--- src/rbc_map.vh ---
// Constants for the bit-check validator and data shaper
`ifndef RBC_MAP_VH
`define RBC_MAP_VH
`define RBC_LIM_W        5
`define RBC_CNT_W        6
`define RBC_IVL_W        5
`define RBC_DIV_W        3
`define RBC_DIV_BR0      3'h7
`define RBC_DIV_BR1      3'h3
`define RBC_DIV_BR2      3'h1
`define RBC_DIV_BR3      3'h0
`define RBC_CHECKS_PER_BIT 2
`define RBC_BITS_SEL0    5'h00
`define RBC_BITS_SEL1    5'h06
`define RBC_BITS_SEL2    5'h0C
`define RBC_BITS_SEL3    5'h12
`define RBC_STARTUP_TICKS 6'h10
`define RBC_MIN_SPACE    6'h04
`define RBC_MAX_LOW      6'h30
`endif

--- src/rbc_bit_check.v ---
// Bit-check validator and DATA shaper of the receiver digital path
`include "rbc_map.vh"
module rbc_bit_check #(
	parameter STARTUP_TICKS = `RBC_STARTUP_TICKS,
	parameter MIN_SPACE     = `RBC_MIN_SPACE,
	parameter MAX_LOW       = `RBC_MAX_LOW
) (
	input  wire                 sys_clk,
	input  wire                 resetn,
	input  wire                 base_tick,
	input  wire [1:0]           baud_range_sel,
	input  wire [1:0]           bit_check_count,
	input  wire [`RBC_LIM_W-1:0] lower_window_limit,
	input  wire [`RBC_LIM_W-1:0] upper_window_limit,
	input  wire                 noise_blank_en,
	input  wire                 sleep_done,
	input  wire                 poll_cmd,
	input  wire                 demod_output,
	output reg                  proc_enable_r,
	output reg                  receiving_r,
	output reg                  check_fail_r,
	output reg                  data_out_r,
	output reg                  data_oe_r
);
	localparam ST_SLEEP = 2'h0;
	localparam ST_START = 2'h1;
	localparam ST_CHECK = 2'h2;
	localparam ST_RECV  = 2'h3;

	wire xtick;
	reg  [1:0]            state_r;
	reg  [`RBC_CNT_W-1:0] edge_interval_counter;
	reg  [`RBC_IVL_W-1:0] accepted_r;
	reg  [`RBC_CNT_W-1:0] start_cnt_r;
	reg                   demod_s_r;
	reg                   demod_prev_r;
	reg  [`RBC_CNT_W-1:0] space_cnt_r;
	reg  [`RBC_CNT_W-1:0] low_cnt_r;
	reg                   shaped_r;
	reg                   low_limited_r;

	rbc_tick_div u_div (
		.sys_clk        (sys_clk),
		.resetn         (resetn),
		.base_tick      (base_tick),
		.baud_range_sel (baud_range_sel),
		.xtick_r        (xtick)
	);

	// Required accepted intervals for the selected bit count
	function [`RBC_IVL_W-1:0] need_ivl;
		input [1:0] sel;
		begin
			case (sel)
				2'h0: need_ivl = `RBC_BITS_SEL0;
				2'h1: need_ivl = `RBC_BITS_SEL1;
				2'h2: need_ivl = `RBC_BITS_SEL2;
				default: need_ivl = `RBC_BITS_SEL3;
			endcase
		end
	endfunction

	wire [`RBC_CNT_W-1:0] lim_lo = {1'b0, lower_window_limit};
	wire [`RBC_CNT_W-1:0] lim_hi = {1'b0, upper_window_limit};
	wire edge_seen = xtick && (demod_s_r != demod_prev_r);
	wire passed    = (accepted_r == need_ivl(bit_check_count));

	// Synchronise demodulator output to extended tick
	always @(posedge sys_clk or negedge resetn) begin
		if (!resetn) begin
			demod_s_r    <= 1'b1;
			demod_prev_r <= 1'b1;
		end else if (xtick) begin
			demod_prev_r <= demod_s_r;
			demod_s_r    <= demod_output;
		end
	end

	// Polling sequencer and bit check
	always @(posedge sys_clk or negedge resetn) begin
		if (!resetn) begin
			state_r               <= ST_SLEEP;
			edge_interval_counter <= 6'h00;
			accepted_r            <= 5'h00;
			start_cnt_r           <= 6'h00;
			proc_enable_r         <= 1'b0;
			receiving_r           <= 1'b0;
			check_fail_r          <= 1'b0;
		end else begin
			check_fail_r <= 1'b0;
			case (state_r)
				ST_SLEEP: begin
					proc_enable_r <= 1'b0;
					accepted_r    <= 5'h00;
					if (sleep_done) begin
						state_r       <= ST_START;
						start_cnt_r   <= 6'h00;
						proc_enable_r <= 1'b1;
					end
				end
				ST_START: begin
					// Demodulator undefined here, so edges are ignored
					if (xtick) begin
						if (start_cnt_r >= STARTUP_TICKS[`RBC_CNT_W-1:0] - 6'h01) begin
							state_r               <= ST_CHECK;
							edge_interval_counter <= 6'h00;
						end else begin
							start_cnt_r <= start_cnt_r + 6'h01;
						end
					end
				end
				ST_CHECK: begin
					if (passed) begin
						state_r     <= ST_RECV;
						receiving_r <= 1'b1;
					end else if (xtick) begin
						if (edge_seen && edge_interval_counter < lim_lo) begin
							state_r      <= ST_SLEEP;
							check_fail_r <= 1'b1;
							accepted_r   <= 5'h00;
						end else if (edge_interval_counter + 6'h01 >= lim_hi) begin
							// Timeout fails without waiting for an edge, so a
							// failing check does not scale with bit count
							state_r      <= ST_SLEEP;
							check_fail_r <= 1'b1;
							accepted_r   <= 5'h00;
						end else if (edge_seen) begin
							edge_interval_counter <= 6'h00;
							accepted_r            <= accepted_r + 5'h01;
						end else begin
							edge_interval_counter <= edge_interval_counter + 6'h01;
						end
					end
					if (check_fail_r)
						proc_enable_r <= 1'b0;
				end
				ST_RECV: begin
					if (poll_cmd) begin
						state_r       <= ST_SLEEP;
						receiving_r   <= 1'b0;
						proc_enable_r <= 1'b0;
					end
				end
				default: state_r <= ST_SLEEP;
			endcase
		end
	end

	// Output shaper: minimum edge spacing and low-time limit
	always @(posedge sys_clk or negedge resetn) begin
		if (!resetn) begin
			shaped_r      <= 1'b1;
			space_cnt_r   <= 6'h00;
			low_cnt_r     <= 6'h00;
			low_limited_r <= 1'b0;
		end else if (xtick) begin
			if (space_cnt_r != 6'h3F)
				space_cnt_r <= space_cnt_r + 6'h01;
			if (demod_s_r)
				low_limited_r <= 1'b0;
			if (demod_s_r != shaped_r && !(low_limited_r && !demod_s_r)
					&& space_cnt_r >= MIN_SPACE[`RBC_CNT_W-1:0] - 6'h01) begin
				shaped_r    <= demod_s_r;
				space_cnt_r <= 6'h00;
				low_cnt_r   <= 6'h00;
			end else if (!shaped_r) begin
				if (low_cnt_r >= MAX_LOW[`RBC_CNT_W-1:0] - 6'h01) begin
					shaped_r      <= 1'b1;
					low_limited_r <= 1'b1;
					space_cnt_r   <= 6'h00;
					low_cnt_r     <= 6'h00;
				end else begin
					low_cnt_r <= low_cnt_r + 6'h01;
				end
			end
		end
	end

	// DATA pin drive, open-drain style: enable means pulling low
	always @(posedge sys_clk or negedge resetn) begin
		if (!resetn) begin
			data_out_r <= 1'b1;
			data_oe_r  <= 1'b0;
		end else begin
			data_out_r <= 1'b0;
			if (receiving_r)
				data_oe_r <= ~shaped_r;
			else if (!noise_blank_en && proc_enable_r)
				data_oe_r <= ~shaped_r;
			else
				data_oe_r <= 1'b0;
		end
	end
endmodule

--- src/rbc_tick_div.v ---
// Extended-tick divider: one-cycle enable every 8, 4, 2 or 1 base ticks
`include "rbc_map.vh"
module rbc_tick_div (
	input  wire       sys_clk,
	input  wire       resetn,
	input  wire       base_tick,
	input  wire [1:0] baud_range_sel,
	output reg        xtick_r
);
	reg [`RBC_DIV_W-1:0] cnt_r;
	reg [`RBC_DIV_W-1:0] top;

	always @* begin
		case (baud_range_sel)
			2'h0: top = `RBC_DIV_BR0;
			2'h1: top = `RBC_DIV_BR1;
			2'h2: top = `RBC_DIV_BR2;
			default: top = `RBC_DIV_BR3;
		endcase
	end

	always @(posedge sys_clk or negedge resetn) begin
		if (!resetn) begin
			cnt_r   <= 3'h0;
			xtick_r <= 1'b0;
		end else begin
			xtick_r <= 1'b0;
			if (base_tick) begin
				if (cnt_r >= top) begin
					cnt_r   <= 3'h0;
					xtick_r <= 1'b1;
				end else begin
					cnt_r <= cnt_r + 3'h1;
				end
			end
		end
	end
endmodule

--- config.mk ---
export PLATFORM = sky130hd
export DESIGN_NAME = rbc_bit_check
export DESIGN_NICKNAME = d
export VERILOG_FILES = /design/src/rbc_bit_check.v /design/src/rbc_tick_div.v
export VERILOG_INCLUDE_DIRS = /design/src
export SDC_FILE = /design/constraint.sdc
export NUM_CORES = 1
export LEC_CHECK = 0
export BUFFER_PORTS_ARGS = -buffer_cell sky130_fd_sc_hd__buf_2
export CORE_ASPECT_RATIO = 0.75
export CORE_MARGIN = 2
export CORE_UTILIZATION = 60
export CTS_BUF_LIST = sky130_fd_sc_hd__clkbuf_2
export DETAILED_ROUTE_END_ITERATION = 16
export PLACE_DENSITY = 0.83
export SLEW_MARGIN = 25
export SYNTH_ARGS = -nofsm -noshare
export SYNTH_HDL_FRONTEND = slang
export SYNTH_HIERARCHICAL = 1
export SYNTH_SLANG_ARGS = --single-unit
--- constraint.sdc ---
create_clock -name sys_clk -period 8.5 [get_ports sys_clk]
set_clock_uncertainty 0.2 [all_clocks]
set_input_delay 0.85 -clock sys_clk [delete_from_list [all_inputs] [get_ports sys_clk]]
set_output_delay 0.85 -clock sys_clk [all_outputs]
set_load 0.05 [all_outputs]
==> results_dict.tcl <==
set metrics [dict create \
    cp_common_cell "ha_1" \
    worst_pin_slew_ns 0.764 \
    cp-start-kind "flip-flop" \
    yosysWarnings 6 \
    synth_top_area_share_pct 35.3 \
    synth.largest_area_cell "dfrtp_1" \
    clock_latency_ns 0.43 \
    hold_buffers 0 \
    power_density_nw_per_um2 287 \
    ir_worst_vdd_mv 0.185 \
    final_nets 364 \
    synth-edff-count 0 \
    portBuffers 25 \
    grt_max_degree 45 \
    fill_cells 344 \
    slowest_stage "dfrtp_1" \
    critical_path_buf_inv_count 0 \
    critPathKind "flip-flop to flip-flop" \
    overflow 0 \
    synth_seq_area_share_pct 39.0 \
    yosys-top-cells-count "dfrtp_1 (40), ha_1 (25), inv_1 (24)" \
    max_stage_delay_ns 0.50 \
    tns_ns 0 \
    routedWlPerCell_um 14.5 \
    yosysUniqueCellTypes 66 \
    synth_nets 338 \
    drc_errors 0 \
    drt_pass1_iterations 4 \
    path_clk_slew_ns 0.24 \
    min-delay-path-class "input port to asynchronous set/reset pin" \
    r2r_slack_ns 5.46 \
    rsz0062_at_grt "no" \
    drive_above_1_share_pct 18.5 \
    stdcell_area_um2 3070 \
    start_util_pct 63.1 \
    cts_num_sinks 44 \
    crit_required_ns 8.62 \
    cts_resized 0 \
    ys.flop_type "dfrtp_1" \
    fmax_mhz 328 \
    cts_tree "done" \
    maxSlewViolCount 0 \
    slew_headroom_pct 49.0 \
    arrival_ns 3.17 \
    post-route-min-period_ns 3.04 \
    syn_avg_cell_area_um2 9.71 \
    maxCapViolCount 0 \
    drtIter0Drc 137 \
    post-route-period-util_pct 35.8 \
    cp_cell_sequence "ha_1 > nand2b_1 > nand2_1 > ha_1 > a211oi_1 > o21ai_0 > a21oi_2 > nand3_2 > o31a_2 > mux2_2" \
    die_w_um 83.4 \
    syn_area_um2 2840 \
    core_area_um2 4490 \
    track_usage_pct 22.0 \
    end_kind "flip-flop" \
    dieArea_um2 5300 \
    viasPerCell 6.00 \
    syn_to_final_growth_pct 8.07 \
    routabilityCongestion 0.822 \
    htreeDepth 2 \
    dp_hpwl_um 3990 \
    synth_cells 292 \
    async_reset_ff_share_pct 100 \
    cts-root-buf "clkbuf_2" \
    crit_family "compound AO/OA/AOI/OAI gates" \
    io_pins 26 \
    crit_path_max_fanout 7 \
    cts_buffers 5 \
    drt_wl_total_um 5440 \
    synth_area_leaders "dfrtp_1 (35%), ha_1 (11%), o21ai_0 (3.9%)" \
    grt_pass1_wl_um 9420 \
    post_cts_buffers 0 \
    hold_viol 0 \
    rows 21 \
    placed_area_um2 3000 \
    status "complete, no violations" \
    synth-seq-cells 44 \
    p_leak_uw 0.00148 \
    setup_viol 0 \
    hold_ws_ns 0.168 \
    antenna_found_initial 0 \
    yosysMostFrequentCell "dfrtp_1" \
    ant_nets 0 \
    clockBufferDepth 2 \
    vias 2257 \
    die_h_um 63.5 \
    grt_pass1_vias 2125 \
    diodes 0 \
]
-- metal layers --
| layer | global-route usage (%) | share of wire (%) |
|---|---|---|
| met5 | 0 | 0 |
| met3 | 4.59 | 3.9 |
| met2 | 36.7 | 45 |
| met1 | 28.8 | 49 |
| met4 | 7.17 | 1.3 |
-- placed cells by master, fill, tap and decap left out, types with 3 or more instances in the layout --
| master | instances |
|---|---|
| o21ai_0 | 22 |
| dfrtp_1 | 40 |
| nand2b_1 | 7 |
| a211oi_1 | 3 |
| clkbuf_2 | 5 |
| and3_1 | 7 |
| mux2_2 | 4 |
| a31oi_1 | 5 |
| nor2b_1 | 5 |
| ha_1 | 25 |
| nand2_1 | 22 |
| nand3_1 | 16 |
| nor2_1 | 14 |
| a22o_1 | 9 |
| a21o_1 | 4 |
| xor2_1 | 7 |
| xnor2_1 | 3 |
| inv_1 | 24 |
| dfstp_2 | 4 |
| o21a_1 | 3 |
| o21ai_1 | 3 |
| buf_2 | 24 |
| a21oi_1 | 12 |
-- power by group --
part / internal (uW) / switching (uW)
logic: 174 / 244
clock network: 47.9 / 68.4
registers: 272 / 73.8
total: 494 / 387
-- cells by family after synthesis --
kind of cell	count (synthesis)	synth area share (%)
AO/OA/AOI/OAI	88	23.5
AND/OR/NAND/NOR	88	16.5
flip-flops	44	39.0
buffers and inverters	30	4.32
adder cells (fa/ha/maj)	25	11.0
XOR/XNOR	11	3.66
multiplexers	5	1.94
other	1	0.132
-- registers in the layout (all words and copies together), names as in the netlist --
signal and cells:
accepted_r 5, low_limited_r 1, demod_s_r 1, state_r 2
start_cnt_r 6, u_div/cnt_r 3, low_cnt_r 6, check_fail_r 1
u_div/xtick_r 1, demod_prev_r 1, edge_interval_counter 6, data_out_r 1
proc_enable_r 1, space_cnt_r 6, data_oe_r 1, receiving_r 1
shaped_r 1
-- area by class of cell --
class                      count  area [um^2]  area share [%]
clock inverter                 3         37.5            1.22
tap                           57         71.3            2.33
inverter                      24         90.1            2.94
clock buffer                   5         25.0           0.816
multi-input combinational    218         1610            52.4
sequential                    44         1110            36.1
timing repair buffer          25          128            4.16
-- path summary, 6_finish.rpt --
check                                          from                        to  cells past startpoint
setup reg to reg           edge_interval_counter[0]  edge_interval_counter[0]                     10
hold / removal                               resetn               receiving_r                      1
min in group sys_clk                 start_cnt_r[0]            start_cnt_r[0]                      1
hold reg to reg                      start_cnt_r[0]            start_cnt_r[0]                      1
max in group asynchronous                    resetn  edge_interval_counter[2]                      1
setup / recovery           edge_interval_counter[0]  edge_interval_counter[0]                     10
-- worst reg2reg max path: stages (launching register included) --
cell      delay, ns
dfrtp_1        0.50
ha_1           0.26
nand2b_1       0.18
nand2_1        0.08
ha_1           0.23
a211oi_1       0.20
o21ai_0        0.14
a21oi_2        0.26
nand3_2        0.19
o31a_2         0.44
mux2_2         0.27
-- through the flow --
step | util [%] | total power (uW) | cells | worst slack [ns]
2_1_floorplan | - | 673 | 292 | 5.73
3_3_place_gp | 66.8 | 747 | 368 | 5.53
3_5_place_dp | 66.8 | 764 | 368 | 5.43
4_1_cts | 68.2 | 883 | 376 | 5.48
5_1_grt | 68.2 | 957 | 376 | 5.25
6_report | 68.2 | 881 | 376 | 5.46
(Power assumes the default switching activity.)
